File: src/inc/remap_defines.vh
`ifndef REMAP_DEFINES_VH
`define REMAP_DEFINES_VH

// Register bus geometry.
`define ADDR_W              12
`define DATA_W              8
`define SEL_W               5

// Lock control register and its single implemented bit.
`define OFS_LOCK_CONTROL    12'hEBF
`define LOCK_BIT            0
`define LOCK_RESET          1'b0

// Input-select registers.
`define OFS_EXT_IRQ1        12'hEE1
`define OFS_EXT_IRQ2        12'hEE2
`define OFS_EXT_IRQ3        12'hEE3
`define OFS_TIMER_A_CLOCK   12'hEE4
`define OFS_TIMER_C_CLOCK   12'hEE6
`define OFS_CAPTURE1        12'hEE8
`define OFS_CAPTURE2        12'hEE9
`define OFS_CAPTURE3        12'hEEA
`define OFS_TIMER_B_GATE    12'hEF2
`define OFS_TIMER_C_GATE    12'hEF3
`define OFS_TIMER_E_GATE    12'hEF4
`define NUM_SELECTS         11
`define SEL_RESET           5'h1F

// Unlock key register and the two key bytes.
`define OFS_UNLOCK_KEY      12'hEA6
`define KEY_FIRST           8'h55
`define KEY_SECOND          8'hAA

// Read-only register showing the mapping register count of this variant.
`define OFS_MAP_INFO        12'hEA5
`define REG_COUNT_LARGE     8'h25
`define REG_COUNT_SMALL     8'h1F

// Remappable pins and which of them are bonded out per package variant.
`define PIN_COUNT           32
`define PIN_MASK_LARGE      32'h01FFFFFF
`define PIN_MASK_SMALL      32'h0007FFFF
`define INACTIVE_LEVEL      1'b0

`endif

File: src/core/pin_select_reg.v
`timescale 1ns/1ps
`include "remap_defines.vh"

module pin_select_reg (
    // Clock and reset.
    input  wire                   ref_clk,
    input  wire                   rst,
    // Qualified write from the bus decoder.
    input  wire                   wr_en,
    input  wire [`SEL_W-1:0]      wr_sel,
    // Synchronised pins and the implemented-pin mask.
    input  wire [`PIN_COUNT-1:0]  pins,
    input  wire [`PIN_COUNT-1:0]  impl_mask,
    // Stored select, routed peripheral input and integrity flag.
    output reg  [`SEL_W-1:0]      sel_q,
    output reg                    periph_q,
    output wire                   mismatch
);

    reg [`SEL_W-1:0] shadow_q;

    // Select field and its shadow copy load together on a qualified write.
    always @(posedge ref_clk) begin
        if (rst) begin
            sel_q    <= `SEL_RESET;
            shadow_q <= `SEL_RESET;
        end else if (wr_en) begin
            sel_q    <= wr_sel;
            shadow_q <= wr_sel;
        end
    end

    // Route the chosen pin; a missing pin gives the inactive level.
    always @(posedge ref_clk) begin
        if (rst) begin
            periph_q <= `INACTIVE_LEVEL;
        end else if (impl_mask[sel_q]) begin
            periph_q <= pins[sel_q];
        end else begin
            periph_q <= `INACTIVE_LEVEL;
        end
    end

    // Any divergence from the shadow copy is an unexpected change.
    assign mismatch = (sel_q != shadow_q);

endmodule

File: src/core/remap_input_select_lock.v
`timescale 1ns/1ps
`include "remap_defines.vh"

module remap_input_select_lock #(
    parameter LARGE_PACKAGE = 1
) (
    // Clock and reset.
    input  wire                   ref_clk,
    input  wire                   rst,
    // Register port.
    input  wire [`ADDR_W-1:0]     addr,
    input  wire [`DATA_W-1:0]     wr_data,
    input  wire                   wr_stb,
    input  wire                   rd_stb,
    output reg  [`DATA_W-1:0]     rd_data_q,
    // Configuration option and remappable pins, both asynchronous.
    input  wire                   one_shot_lock_option,
    input  wire [`PIN_COUNT-1:0]  remappable_pin,
    // Routed peripheral inputs.
    output wire                   ext_irq_one,
    output wire                   ext_irq_two,
    output wire                   ext_irq_three,
    output wire                   timer_a_clock_in,
    output wire                   timer_c_clock_in,
    output wire                   capture1_in,
    output wire                   capture2_in,
    output wire                   capture3_in,
    output wire                   timer_b_gate_in,
    output wire                   timer_c_gate_in,
    output wire                   timer_e_gate_in,
    // Lock state and integrity fault.
    output reg                    map_write_lock,
    output reg                    config_mismatch_reset_q
);

    // Unlock sequence states.
    localparam [1:0] KEY_IDLE = 2'b00;
    localparam [1:0] KEY_HALF = 2'b01;
    localparam [1:0] KEY_OPEN = 2'b10;

    localparam [`PIN_COUNT-1:0] IMPL_MASK = LARGE_PACKAGE ? `PIN_MASK_LARGE : `PIN_MASK_SMALL;
    localparam [`DATA_W-1:0]    REG_COUNT = LARGE_PACKAGE ? `REG_COUNT_LARGE : `REG_COUNT_SMALL;

    reg  [1:0]                      key_q;
    reg  [1:0]                      key_d;
    reg                             lock_shadow_q;
    reg                             option_meta_q;
    reg                             option_sync_q;
    reg  [`PIN_COUNT-1:0]           pin_meta_q;
    reg  [`PIN_COUNT-1:0]           pin_sync_q;
    reg  [`DATA_W-1:0]              rd_mux;
    reg                             lock_wr_ok;
    wire [`NUM_SELECTS-1:0]         sel_hit;
    wire [`NUM_SELECTS-1:0]         sel_wr;
    wire [`NUM_SELECTS-1:0]         periph;
    wire [`NUM_SELECTS-1:0]         sel_mismatch;
    wire [`SEL_W*`NUM_SELECTS-1:0]  sel_flat;
    wire                            lock_hit;
    wire                            key_hit;
    integer                         k;

    // Printed offset of each input-select register by index.
    function [`ADDR_W-1:0] sel_offset;
        input integer idx;
        begin
            case (idx)
                0:       sel_offset = `OFS_EXT_IRQ1;
                1:       sel_offset = `OFS_EXT_IRQ2;
                2:       sel_offset = `OFS_EXT_IRQ3;
                3:       sel_offset = `OFS_TIMER_A_CLOCK;
                4:       sel_offset = `OFS_TIMER_C_CLOCK;
                5:       sel_offset = `OFS_CAPTURE1;
                6:       sel_offset = `OFS_CAPTURE2;
                7:       sel_offset = `OFS_CAPTURE3;
                8:       sel_offset = `OFS_TIMER_B_GATE;
                9:       sel_offset = `OFS_TIMER_C_GATE;
                default: sel_offset = `OFS_TIMER_E_GATE;
            endcase
        end
    endfunction

    // Two-stage synchronisers for the option strap and the pins.
    always @(posedge ref_clk) begin
        if (rst) begin
            option_meta_q <= 1'b0;
            option_sync_q <= 1'b0;
            pin_meta_q    <= {`PIN_COUNT{1'b0}};
            pin_sync_q    <= {`PIN_COUNT{1'b0}};
        end else begin
            option_meta_q <= one_shot_lock_option;
            option_sync_q <= option_meta_q;
            pin_meta_q    <= remappable_pin;
            pin_sync_q    <= pin_meta_q;
        end
    end

    assign lock_hit = (addr == `OFS_LOCK_CONTROL);
    assign key_hit  = (addr == `OFS_UNLOCK_KEY);

    // Unlock sequence: first key, second key, then one lock write.
    always @* begin
        key_d = key_q;
        if (wr_stb || rd_stb) begin
            case (key_q)
                KEY_IDLE: begin
                    if (wr_stb && key_hit && wr_data == `KEY_FIRST) begin
                        key_d = KEY_HALF;
                    end
                end
                KEY_HALF: begin
                    if (wr_stb && key_hit && wr_data == `KEY_SECOND) begin
                        key_d = KEY_OPEN;
                    end else if (wr_stb && key_hit && wr_data == `KEY_FIRST) begin
                        key_d = KEY_HALF;
                    end else begin
                        key_d = KEY_IDLE;
                    end
                end
                KEY_OPEN: begin
                    key_d = KEY_IDLE;
                end
                default: begin
                    key_d = KEY_IDLE;
                end
            endcase
        end
    end

    always @(posedge ref_clk) begin
        if (rst) begin
            key_q <= KEY_IDLE;
        end else begin
            key_q <= key_d;
        end
    end

    // A lock write counts only as the next access after the key pair.
    always @* begin
        lock_wr_ok = wr_stb && lock_hit && (key_q == KEY_OPEN);
        if (option_sync_q && map_write_lock && !wr_data[`LOCK_BIT]) begin
            lock_wr_ok = 1'b0;
        end
    end

    // Lock bit and its shadow; only bit 0 is stored.
    always @(posedge ref_clk) begin
        if (rst) begin
            map_write_lock <= `LOCK_RESET;
            lock_shadow_q  <= `LOCK_RESET;
        end else if (lock_wr_ok) begin
            map_write_lock <= wr_data[`LOCK_BIT];
            lock_shadow_q  <= wr_data[`LOCK_BIT];
        end
    end

    // Address match and lock-qualified write per select; locked writes drop without any error signal.
    genvar g;
    generate
        for (g = 0; g < `NUM_SELECTS; g = g + 1) begin : sel_dec
            assign sel_hit[g] = (addr == sel_offset(g));
            assign sel_wr[g]  = wr_stb && sel_hit[g] && !map_write_lock;
        end
    endgenerate

    // Select registers for the three external interrupts.
    pin_select_reg u_irq1_sel (
        .ref_clk   (ref_clk),
        .rst       (rst),
        .wr_en     (sel_wr[0]),
        .wr_sel    (wr_data[`SEL_W-1:0]),
        .pins      (pin_sync_q),
        .impl_mask (IMPL_MASK),
        .sel_q     (sel_flat[`SEL_W*0 +: `SEL_W]),
        .periph_q  (periph[0]),
        .mismatch  (sel_mismatch[0])
    );
    pin_select_reg u_irq2_sel (
        .ref_clk   (ref_clk),
        .rst       (rst),
        .wr_en     (sel_wr[1]),
        .wr_sel    (wr_data[`SEL_W-1:0]),
        .pins      (pin_sync_q),
        .impl_mask (IMPL_MASK),
        .sel_q     (sel_flat[`SEL_W*1 +: `SEL_W]),
        .periph_q  (periph[1]),
        .mismatch  (sel_mismatch[1])
    );
    pin_select_reg u_irq3_sel (
        .ref_clk   (ref_clk),
        .rst       (rst),
        .wr_en     (sel_wr[2]),
        .wr_sel    (wr_data[`SEL_W-1:0]),
        .pins      (pin_sync_q),
        .impl_mask (IMPL_MASK),
        .sel_q     (sel_flat[`SEL_W*2 +: `SEL_W]),
        .periph_q  (periph[2]),
        .mismatch  (sel_mismatch[2])
    );

    // Select registers for the two timer clock inputs.
    pin_select_reg u_tmra_clk_sel (
        .ref_clk   (ref_clk),
        .rst       (rst),
        .wr_en     (sel_wr[3]),
        .wr_sel    (wr_data[`SEL_W-1:0]),
        .pins      (pin_sync_q),
        .impl_mask (IMPL_MASK),
        .sel_q     (sel_flat[`SEL_W*3 +: `SEL_W]),
        .periph_q  (periph[3]),
        .mismatch  (sel_mismatch[3])
    );
    pin_select_reg u_tmrc_clk_sel (
        .ref_clk   (ref_clk),
        .rst       (rst),
        .wr_en     (sel_wr[4]),
        .wr_sel    (wr_data[`SEL_W-1:0]),
        .pins      (pin_sync_q),
        .impl_mask (IMPL_MASK),
        .sel_q     (sel_flat[`SEL_W*4 +: `SEL_W]),
        .periph_q  (periph[4]),
        .mismatch  (sel_mismatch[4])
    );

    // Select registers for the three capture inputs.
    pin_select_reg u_cap1_sel (
        .ref_clk   (ref_clk),
        .rst       (rst),
        .wr_en     (sel_wr[5]),
        .wr_sel    (wr_data[`SEL_W-1:0]),
        .pins      (pin_sync_q),
        .impl_mask (IMPL_MASK),
        .sel_q     (sel_flat[`SEL_W*5 +: `SEL_W]),
        .periph_q  (periph[5]),
        .mismatch  (sel_mismatch[5])
    );
    pin_select_reg u_cap2_sel (
        .ref_clk   (ref_clk),
        .rst       (rst),
        .wr_en     (sel_wr[6]),
        .wr_sel    (wr_data[`SEL_W-1:0]),
        .pins      (pin_sync_q),
        .impl_mask (IMPL_MASK),
        .sel_q     (sel_flat[`SEL_W*6 +: `SEL_W]),
        .periph_q  (periph[6]),
        .mismatch  (sel_mismatch[6])
    );
    pin_select_reg u_cap3_sel (
        .ref_clk   (ref_clk),
        .rst       (rst),
        .wr_en     (sel_wr[7]),
        .wr_sel    (wr_data[`SEL_W-1:0]),
        .pins      (pin_sync_q),
        .impl_mask (IMPL_MASK),
        .sel_q     (sel_flat[`SEL_W*7 +: `SEL_W]),
        .periph_q  (periph[7]),
        .mismatch  (sel_mismatch[7])
    );

    // Select registers for the three timer gate inputs.
    pin_select_reg u_tmrb_gate_sel (
        .ref_clk   (ref_clk),
        .rst       (rst),
        .wr_en     (sel_wr[8]),
        .wr_sel    (wr_data[`SEL_W-1:0]),
        .pins      (pin_sync_q),
        .impl_mask (IMPL_MASK),
        .sel_q     (sel_flat[`SEL_W*8 +: `SEL_W]),
        .periph_q  (periph[8]),
        .mismatch  (sel_mismatch[8])
    );
    pin_select_reg u_tmrc_gate_sel (
        .ref_clk   (ref_clk),
        .rst       (rst),
        .wr_en     (sel_wr[9]),
        .wr_sel    (wr_data[`SEL_W-1:0]),
        .pins      (pin_sync_q),
        .impl_mask (IMPL_MASK),
        .sel_q     (sel_flat[`SEL_W*9 +: `SEL_W]),
        .periph_q  (periph[9]),
        .mismatch  (sel_mismatch[9])
    );
    pin_select_reg u_tmre_gate_sel (
        .ref_clk   (ref_clk),
        .rst       (rst),
        .wr_en     (sel_wr[10]),
        .wr_sel    (wr_data[`SEL_W-1:0]),
        .pins      (pin_sync_q),
        .impl_mask (IMPL_MASK),
        .sel_q     (sel_flat[`SEL_W*10 +: `SEL_W]),
        .periph_q  (periph[10]),
        .mismatch  (sel_mismatch[10])
    );

    // Peripheral inputs, each from its select register's output flop.
    assign ext_irq_one      = periph[0];
    assign ext_irq_two      = periph[1];
    assign ext_irq_three    = periph[2];
    assign timer_a_clock_in = periph[3];
    assign timer_c_clock_in = periph[4];
    assign capture1_in      = periph[5];
    assign capture2_in      = periph[6];
    assign capture3_in      = periph[7];
    assign timer_b_gate_in  = periph[8];
    assign timer_c_gate_in  = periph[9];
    assign timer_e_gate_in  = periph[10];

    // Integrity fault latches until the device reset it requests.
    always @(posedge ref_clk) begin
        if (rst) begin
            config_mismatch_reset_q <= 1'b0;
        end else if ((|sel_mismatch) || (map_write_lock != lock_shadow_q)) begin
            config_mismatch_reset_q <= 1'b1;
        end
    end

    // Read multiplexer; unused bits and unmapped addresses read zero.
    always @* begin
        rd_mux = {`DATA_W{1'b0}};
        if (lock_hit) begin
            rd_mux = {{(`DATA_W-1){1'b0}}, map_write_lock};
        end else if (addr == `OFS_MAP_INFO) begin
            rd_mux = REG_COUNT;
        end
        for (k = 0; k < `NUM_SELECTS; k = k + 1) begin
            if (sel_hit[k]) begin
                rd_mux = {{(`DATA_W-`SEL_W){1'b0}}, sel_flat[`SEL_W*k +: `SEL_W]};
            end
        end
    end

    // Read data stand for the single cycle after the read strobe.
    always @(posedge ref_clk) begin
        if (rst) begin
            rd_data_q <= {`DATA_W{1'b0}};
        end else if (rd_stb) begin
            rd_data_q <= rd_mux;
        end else begin
            rd_data_q <= {`DATA_W{1'b0}};
        end
    end

endmodule

File: config.mk
export PLATFORM = sky130hd
export DESIGN_NAME = remap_input_select_lock
export DESIGN_NICKNAME = d
export VERILOG_FILES = /design/src/core/pin_select_reg.v /design/src/core/remap_input_select_lock.v
export VERILOG_INCLUDE_DIRS = /design/src /design/src/inc
export SDC_FILE = /design/constraint.sdc
export NUM_CORES = 1
export LEC_CHECK = 0
export ABC_CLOCK_PERIOD_IN_PS = 4900
export BUFFER_PORTS_ARGS = -buffer_cell sky130_fd_sc_hd__buf_2
export CAP_MARGIN = 20
export CELL_PAD_IN_SITES_DETAIL_PLACEMENT = 1
export CELL_PAD_IN_SITES_GLOBAL_PLACEMENT = 2
export CORE_ASPECT_RATIO = 0.5
export CORE_MARGIN = 4
export CORE_UTILIZATION = 43
export DETAILED_ROUTE_END_ITERATION = 8
export GPL_TIMING_DRIVEN = 1
export MAX_ROUTING_LAYER = met4
export PLACE_DENSITY = 0.93
export SKIP_LAST_GASP = 1
export SLEW_MARGIN = 20
export SYNTH_ARGS = -nofsm -noshare
export SYNTH_HDL_FRONTEND = slang
export SYNTH_SLANG_ARGS = --single-unit
File: constraint.sdc
create_clock -name ref_clk -period 4.9 [get_ports ref_clk]
set_input_delay 0.245 -clock ref_clk [delete_from_list [all_inputs] [get_ports ref_clk]]
set_output_delay 0.245 -clock ref_clk [all_outputs]
set_load 0.005 [all_outputs]
## Word-level counts from Yosys, hierarchy flattened

Memory sizes are Yosys's and may differ from the RTL's. A register that Yosys moved wholly into a read port is not among the register bits.
Cells that the tools add are included.

| word-level totals | value |
|---|---|
| memories | 11 |
| output and inout bits | 21 |
| register bits | 141 |
| memory bits (read-only) | 352 |
| input bits | 57 |
| logic and storage cells | 203 |

| cells by class | value |
|---|---|
| reductions and logical operators | 47 |
| equality and inequality tests | 19 |
| magnitude comparators | 11 |
| multiplexer cells | 73 |
| bitwise operators | 12 |

Memory list:

| memory | depth | bits a word | rd ports | clocked after Yosys merged registers in | write ports | RTL line | text |
|---|---|---|---|---|---|---|---|
| (name not given) | 32 | 1 | 1 | 1 | 0 | pin_select_reg.v:37 | `end else if (impl_mask[sel_q]) begin` |
| (name not given) | 32 | 1 | 1 | 1 | 0 | pin_select_reg.v:37 |  |
| (name not given) | 32 | 1 | 1 | 1 | 0 | pin_select_reg.v:37 |  |
| (name not given) | 32 | 1 | 1 | 1 | 0 | pin_select_reg.v:37 |  |
| (name not given) | 32 | 1 | 1 | 1 | 0 | pin_select_reg.v:37 |  |
| (name not given) | 32 | 1 | 1 | 1 | 0 | pin_select_reg.v:37 |  |
| +5 memories | -- | -- | -- | -- | -- | -- |  |

Operators with widths:

| cell | count |
|---|---|
| $mux W5 | 34 |
| $eq A12 B12 Y1 const B | 14 |
| $lt A5 B6 Y1 const B | 11 |
| $bmux W1 S5 | 11 |
| $logic_and A1 B1 Y1 | 29 |
| $mux W1 | 24 |
| $reduce_or A2 Y1 | 12 |
| $reduce_or A14 Y1 | 1 |
| $not A1 Y1 | 12 |
| $eq A8 B7 Y1 const B | 1 |
| $eq A8 B8 Y1 const B | 1 |
| $mux W6 | 1 |
| $mux W2 | 2 |
| $pmux W2 S2 | 1 |
| $eq A2 B1 Y1 const B | 1 |
| $eq A2 B2 Y1 const B | 1 |
| $logic_not A1 Y1 | 2 |
| $logic_not A2 Y1 | 1 |
| $ne A2 B2 Y1 const B | 1 |
| $reduce_and A2 Y1 | 1 |
| $logic_or A1 B1 Y1 | 1 |

## Depth between registers and ports, before layout

Gate-level depths: netlist of run 1.

| depth | value |
|---|---|
| depth in word-level cells | 14 |
| depth in mapped cells | 8 |
| depth with buffers taken out | 5 |

## Hierarchy

A second synthesis of run 1 with hierarchy kept.

| second synthesis, totals | value |
|---|---|
| cells, all modules | 1304 |
| area total of the unflattened synthesis | 10218.6 um^2 |

Modules (own cells, without submodules):

| module | cells an instance | area an instance (um^2) | instances |
|---|---|---|---|
| pin_select_reg | 87 | 639.4 | 11 |
| remap_input_select_lock | 347 | 3185.6 | 1 |

## Least setup slack after synthesis of run 1

No wires, ideal clock.

| timing path | value |
|---|---|
| kind | input to register |
| from | in addr[2] |
| to | reg u_tmrc_gate_sel.sel_q[3] |
| data required time | 4.780 ns |
| data arrival time | 1.581 ns |
| setup time | 0.120 ns |
| stages on the path | 7 |
| buffers on the path | 2 |
| path slack | 3.199 ns |
| cells stage by stage | buf_6 -> nand4bb_1 -> or4_4 -> nor2_4 -> buf_6 -> nor2b_1 -> a211o_1 |

| on the way | value |
|---|---|
| word-level cells in the longest chain between the ends | 3 |

Ends and longest elaborated chain:

| item | RTL line | text |
|---|---|---|
| start, declared | remap_input_select_lock.v:11 | `` input wire [`ADDR_W-1:0] addr, `` |
| $eq A12 B12 Y1 | remap_input_select_lock.v:160 | `assign sel_hit[g] = (addr == sel_offset(g));` |
| $logic_and A1 B1 Y1 (2 in a row) | remap_input_select_lock.v:161 | `assign sel_wr[g] = wr_stb && sel_hit[g] && !map_write_lock;` |
| end signal, assigned | pin_select_reg.v:25 | `` sel_q <= `SEL_RESET; `` |
| end signal, assigned | pin_select_reg.v:28 | `sel_q <= wr_sel;` |
| end, declared | pin_select_reg.v:15 | `` output reg [`SEL_W-1:0] sel_q, `` |

No other way between the ends.
A chain may end at the register's enable or synchronous reset.

==> qor.csv, run 1 <==
metric;value;unit
final hold viol count;0;
Fin Setup TNS;0;ps
CP peak stage delay;510;ps
Crit-path slowest cell;nand4_1;
number of enable flip-flop cells after synthesis;0;
Final setup viols;0;
Unique masters post-synth;73;
FP Rows;37;
CP max FO;12;
hold_sp;remappable_pin[1];
prevailing post-synth register cell;dfxtp_1;
Boundary Pins;78;
initial antenna violation count;0;
Reg2Reg Depth;5;
vias in the first global route;7274;
FF-to-FF Start;lock_shadow_q$_SDFFE_PP0P_;
top cell type by total area after synthesis;dfxtp_1;
post-DR wirelength/cell;27.83;um
Post-CTS Setup Inserts;0;
synth cell count leaders;dfxtp_1 (152), mux4_2 (99), nor2b_1 (93);
dpl hpwl;20890;um
TritonCTS Buffers;17;
Comb pwr share;0.077;
FF-to-FF setup slack;2630;ps
PortBufs;74;
non-filler cells, final;1079;
Clock Latency Late Sink;440;ps
clock power share;0.451;
nets@finish;850;
sequential share of the synthesized area;0.3390;
dpl ws;2370;ps
via count;7062;
run status;complete, no violations;
Setup crit end kind;flip-flop;
fin crit period;2270;ps
Synth Area per Inst;11.11;um^2
Leak Pwr;3.783;nW
YS warnings;0;
NetSw;0.0007441;W
Sw Ratio;0.2688;
dpl cells;1046;
post-CTS sizing;0;
internal power;0.002025;W
CP Buf/Inv Count;0;
critical path type;reg2reg;
clock sinks;152;
Die ar.;23390;um^2
overall routing resource usage;0.2728;
Critical Path AT;2610;ps
n_diodes;0;
global placement routability congestion;0.9513;
hold path cells;2;
DR iter-0 viols;757;
Worst-Margin Slew;856.9;ps
worst path cell trace;nand2b_2 -> nor3_4 -> nand4_1 -> and3_1 -> o32ai_1;
Achievable Freq;440.4;MHz
ys async rst share;0;
TritonCTS clock tree;built;
Via density;6.545;
Pwr per Cell Area;285.1;nW/um^2
count leader, synth;dfxtp_1;
die height;110.2;um
clk slew on worst S/H paths;70;ps
total core area;20510;um^2
Clock Tree Buf Depth;2;
Mapped Cells;808;
Synth area leaders;dfxtp_1 (34%), mux4_2 (25%), nor2b_1 (6.5%);
Pins Over Slew Limit;0;
Clock Skews;11.37;ps
die width;212.3;um
first-pass GRT wire length;45980;um
sequential share of power;0.471;
final worst slack;2630;ps
RSZ-0062 raised after global routing;no;
CP Launch Type;flip-flop;
largest net degree at the start of global routing;66;
root buf cell;clkbuf_16;
DRC viols;0;
Top delay family on crit path;simple AND/OR/NAND/NOR gates;
Crit path required time;5240;ps
Hold Path Class;in2reg;
H-tree depth;4;
Peak supply drop;211.8;uV
Syn-to-layout area delta;8.211;%
Hold Path End;pin_meta_q[1]$_SDFF_PP0_;
maxcap violations;0;
area share of the largest cell type after synthesis;0.3390;
Slew Limit Headroom;0.4280;
Worst Setup SP;lock_shadow_q$_SDFFE_PP0P_;
gr ovfl total;0;
#FFs+latches synth;152;
Tcrit/Tclk final;0.4634;
1st-pass router iterations;7;
Synth Cell Area;8975;um^2
Starting Density;0.4376;
Detail Route Antenna Nets;0;
WL final;30030;um
Final Core Density;0.4736;
share of layout cells above drive strength 1;0.2804;
[how the worst max path moves through the flow]
stage,to,slack (ps),cells after the start
5_1_grt,flip-flop,2410,5
2_1_floorplan,u_tmrc_gate_sel.sel_q[3]$_SDFFE_PP1P_,3200,7
3_5_place_dp,flip-flop,2370,5
3_3_place_gp,flip-flop,2460,5
6_report,flip-flop,2630,5
4_1_cts,u_irq2_sel.periph_q$_SDFF_PP0_,2640,4
[registers in the layout, indices dropped and copies added, names as in the netlist, 2 cells and up, named ones only]
register                  flops
pin_meta_q                   32
pin_sync_q                   32
rd_data_q                     6
u_cap1_sel.shadow_q           5
u_cap2_sel.shadow_q           5
u_cap3_sel.shadow_q           5
u_irq1_sel.shadow_q           5
u_irq2_sel.shadow_q           5
u_irq3_sel.shadow_q           5
u_tmra_clk_sel.shadow_q       5
u_tmrb_gate_sel.shadow_q      5
u_tmrc_clk_sel.shadow_q       5
u_tmrc_gate_sel.sel_q         5
u_tmre_gate_sel.sel_q         5
key_q                         2
[cells by family (layout without fill, tap and decap cells)]
logic type             count (synthesis)  in the layout  share of synthesized area
AND/OR/NAND/NOR                      246            246                     0.1680
flip-flops                           152            152                     0.3390
multiplexers                         151            151                     0.3067
AO/OA/AOI/OAI                        129            129                     0.1168
buffers and inverters                128            124                    0.06803
other                                  1              3                  0.0004178
XOR/XNOR                               1              1                  0.0009761
[routing by layer]
| layer | vias to the layer above | GRT usage | wire length, um |
|---|---|---|---|
| li1 | 3013 | - | - |
| met1 | 3537 | 0.3606 | 12640 |
| met2 | 427 | 0.4056 | 13320 |
| met3 | 85 | 0.08312 | 3228 |
| met4 | 0 | 0.08728 | 835 |
| met5 | - | - | 0 |
[power by group through the flow]
stage / Sequential [W] / Combinational [W] / Clock, W
after CTS: 0.00130 / 0.000212 / 0.00126
after floorplan: 0.00129 / 0.000169 / 0
final: 0.00131 / 0.000215 / 0.00125
after global placement: 0.00133 / 0.000205 / 0
after global routing: 0.00131 / 0.000230 / 0.00133
after detailed placement: 0.00133 / 0.000209 / 0
[through the flow]
stage	total power [W]	hold slack (ps)	area, um^2
after floorplan	0.001463	362.8	8982
after global placement	0.001531	417.4	9158
final	0.002769	8.068	9712
after global routing	0.002869	11.17	9712
after CTS	0.002779	3.370	9702
after detailed placement	0.001540	424.9	9158
[layout by cell type, fill, tap and decap left out, types with 8 or more instances in the layout]
master | netlist | final
buf_2 | 29 | 73
nor3b_1 | 12 | 12
nor2_1 | 58 | 58
a211oi_1 | 12 | 12
nand2b_1 | 8 | 8
a21oi_1 | 8 | 8
o21ai_0 | 10 | 10
dfxtp_1 | 152 | 152
nor2b_1 | 93 | 93
inv_1 | 14 | 14
mux4_2 | 99 | 99
a211o_1 | 54 | 54
clkbuf_16 | 0 | 17
nor3_1 | 9 | 9
nand2_1 | 13 | 13
mux2i_1 | 50 | 50
[what timing repair did]
action / 4_1_cts / 5_1_grt
hold buffers: 0 / 1
endpoints found under the hold margin: 0 / 1
endpoints found under the setup margin: 0 / 0
[layout make-up]
type                    instances  area [um^2]
fillers                      2192        10800
clock inverters                14        115.1
clock buffers                  18        429.2
well taps                     273        341.6
repair buffers                 77        397.9
flip-flops and latches        152         3043
inverters                      15        56.30
multi-input cells             530         5329
Power figures use the tool's default switching activity.
==> run 2, diff against run 1 <==
ABC_AREA = 1   (was unset)
ABC_CLOCK_PERIOD_IN_PS = 1900   (was 4900)
CORE_UTILIZATION = 30   (was 43)
PLACE_DENSITY = 0.84   (was 0.93)
clock period = 1.9 ns   (was 4.9 ns; I/O delays follow)
==> run 2 against run 1 <==
Utilization down 9.5 points; setup slack got worse by 2500 ps; worst hold slack gained 39 ps; via count rose by 48%; clock skew is 12 ps higher; register-to-register slack got worse by 2500 ps; non-clock buffer count is 109 higher; clock-buffer cell count rose by 2; die area is 39% higher; global-route usage down 0.51 points; first-iteration DRC count grew 82%; sequential share of layout area down 3.6 points; largest power group is now the clock network.
==> qor.csv, run 2 <==
metric;value;unit;change
run status;complete, no violations;;unchanged
Synth area leaders;dfxtp_1 (34%), o21ai_0 (11%), nor2_1 (11%);;was dfxtp_1 (34%), mux4_2 (25%), nor2b_1 (6.5%)
Clock Tree Buf Depth;2;;unchanged
CP max FO;8;;was 12
Clock Skews;23.32;ps;was 11.37 ps
Final setup viols;0;;unchanged
maxcap violations;0;;unchanged
ys async rst share;0;;unchanged
Synth Area per Inst;6.693;um^2;was 11.11 um^2
root buf cell;clkbuf_16;;unchanged
critical path type;reg2reg;;unchanged
clock sinks;152;;unchanged
prevailing post-synth register cell;dfxtp_1;;unchanged
#FFs+latches synth;152;;unchanged
RSZ-0062 raised after global routing;no;;unchanged
hold_sp;wr_data[7];;was remappable_pin[1]
number of enable flip-flop cells after synthesis;0;;unchanged
most common cell after layout, fill and taps aside;nor2_1;;was dfxtp_1
most used cell along the critical path;buf_4;;
initial antenna violation count;2;;was 0
Tcrit/Tclk final;0.9230;;was 0.4634
area share of the largest cell type after synthesis;0.3442;;was 0.3390
global placement routability congestion;1.037;;was 0.9513
CP Buf/Inv Count;2;;was 0
TritonCTS Buffers;17;;unchanged
Syn-to-layout area delta;24.19;%;was 8.211%
fin crit period;1754;ps;was 2270 ps
Slew Limit Headroom;0.5347;;was 0.4280
gr ovfl total;0;;unchanged
clk slew on worst S/H paths;60;ps;was 70 ps
Setup crit end kind;flip-flop;;unchanged
Via density;5.689;;was 6.545
Post-CTS Setup Inserts;0;;unchanged
WL final;42610;um;was 30030 um
post-DR wirelength/cell;23.22;um;was 27.83 um
H-tree depth;4;;unchanged
nets@finish;1488;;was 850
sequential share of the synthesized area;0.3442;;was 0.3390
share of layout cells above drive strength 1;0.1629;;was 0.2804
TritonCTS clock tree;built;;unchanged
overall routing resource usage;0.2676;;was 0.2728
first-pass GRT wire length;63900;um;was 45980 um
Worst-Margin Slew;696.9;ps;was 856.9 ps
largest net degree at the start of global routing;66;;unchanged
top cell type by total area after synthesis;dfxtp_1;;unchanged
Leak Pwr;4.960;nW;was 3.783 nW
Crit-path slowest cell;dfxtp_1;;was nand4_1
Top delay family on crit path;flip-flops;;was simple AND/OR/NAND/NOR gates
Peak supply drop;626.5;uV;was 211.8 uV
FF-to-FF Start;pin_sync_q[12]$_SDFF_PP0_;;was lock_shadow_q$_SDFFE_PP0P_
Synth Cell Area;8841;um^2;was 8975 um^2
synth cell count leaders;nor2_1 (258), o21ai_0 (199), dfxtp_1 (152);;was dfxtp_1 (152), mux4_2 (99), nor2b_1 (93)
DR iter-0 viols;1380;;was 757
vias in the first global route;10512;;was 7274
Pins Over Slew Limit;0;;unchanged
count leader, synth;nor2_1;;was dfxtp_1
total core area;29010;um^2;was 20510 um^2
CP Launch Type;flip-flop;;unchanged
CP peak stage delay;760;ps;was 510 ps
Hold Path Class;in2reg;;unchanged
Achievable Freq;570.2;MHz;was 440.4 MHz
DRC viols;0;;unchanged
leading cell types in the layout, fill and taps excluded;nor2_1 (258), o21ai_0 (199), dfxtp_1 (151);;was dfxtp_1 (152), mux4_2 (99), nor2b_1 (93)
Boundary Pins;78;;unchanged
Detail Route Antenna Nets;0;;unchanged
Final Core Density;0.3784;;was 0.4736
Pwr per Cell Area;676.8;nW/um^2;was 285.1 nW/um^2
die height;129.4;um;was 110.2 um
biggest regs;pin_meta_q (32), pin_sync_q (32), rd_data_q (6);;unchanged
Critical Path AT;2130;ps;was 2610 ps
die width;250.8;um;was 212.3 um
Unique masters post-synth;43;;was 73
via count;10440;;was 7062
Worst Setup SP;pin_sync_q[12]$_SDFF_PP0_;;was lock_shadow_q$_SDFFE_PP0P_
PortBufs;74;;unchanged
final hold viol count;0;;unchanged
Crit path required time;2280;ps;was 5240 ps
Mapped Cells;1321;;was 808
Clock Latency Late Sink;450;ps;was 440 ps
Starting Density;0.3047;;was 0.4376
Die ar.;32450;um^2;was 23390 um^2
1st-pass router iterations;6;;was 7
FP Rows;44;;was 37
Fin Setup TNS;0;ps;unchanged
worst path cell trace;buf_4 -> nor2_1 -> o221ai_1 -> a31oi_1 -> a21oi_1 -> buf_4;;was nand2b_2 -> nor3_4 -> nand4_1 -> and3_1 -> o32ai_1
dpl hpwl;29860;um;was 20890 um
YS warnings;0;;unchanged
[run 2: cell count changes in the layout (fill, tap and decap cells not counted), moves of 68 or more]
cell | previous run | this run
nor2_1 | 58 | 258
o21ai_0 | 10 | 199
inv_1 | 14 | 144
nand2_1 | 13 | 114
mux4_2 | 99 | 0
nor2b_1 | 93 | 0
o221ai_1 | 3 | 71
[run 2: report_power, final]
part	switching, W	total, W	internal, W
clock	0.00143	0.00340	0.00196
sequential	0.0000422	0.00329	0.00325
combinational	0.000472	0.000740	0.000268
[run 2: final cells by class]
type / count / area (um^2)
diodes: 1 / 2.502
clock buffers: 20 / 446.7
clock inverters: 11 / 125.1
fillers: 3665 / 18030
inverters: 166 / 625.6
multi-input cells: 908 / 4795
flip-flops and latches: 152 / 3044
well taps: 391 / 489.2
repair buffers: 186 / 1451
[run 2: logic make-up (layout without fill, tap and decap cells)]
group	count (synthesis)	after routing	share of synthesized area
and+or+nand+nor	466	466	0.2322
muxes	4	4	0.004529
DFF	152	152	0.3442
AOI/OAI and AO/OA	435	435	0.3043
buffers and inverters	263	383	0.1143
other	1	4	0.0004242
[run 2: through the flow]
step	total power, W	setup WS (ps)	hold slack (ps)	cell area (um^2)	cells
after floorplan	0.003659	380.6	202.0	8848	1323
after global placement	0.004010	6.274	293.5	10040	1767
after detailed placement	0.004021	48.03	303.5	10040	1767
after CTS	0.007465	141.2	19.93	10980	1834
after global routing	0.007665	30.56	57.16	10980	1835
final	0.007431	146.4	47.30	10980	1835
[run 2: metal layers]
metal  part of all wire  GRT usage  vias to the layer above
met3              0.095    0.05876                      127
met1               0.43     0.3487                     5070
met4              0.041     0.1039                        0
met5                  0          -                        -
met2               0.43     0.4087                      512
li1                   -          -                     4731
[run 2: tightest hold or removal path, stage by stage]
cell and delay, ps:
buf_2 110, nand2_1 60, nor4_1 40, o2111ai_1 70, a21oi_1 60
[run 2: repair_timing]
item	4_1_cts	5_1_grt
hold buffers	36	0
gates resized for setup	0	1
endpoints found under the setup margin	0	1
hold endpoints to repair	35	0
[run 2: path summary, 6_finish.rpt]
check                                        end  slack (ps)  depth (start not counted)
hold / removal             key_q[1]$_SDFFE_PP0P_          50                          5
hold reg to reg        pin_sync_q[22]$_SDFF_PP0_         400                          2
setup / recovery  u_irq3_sel.periph_q$_SDFF_PP0_         150                          6
setup reg to reg  u_irq3_sel.periph_q$_SDFF_PP0_         150                          6
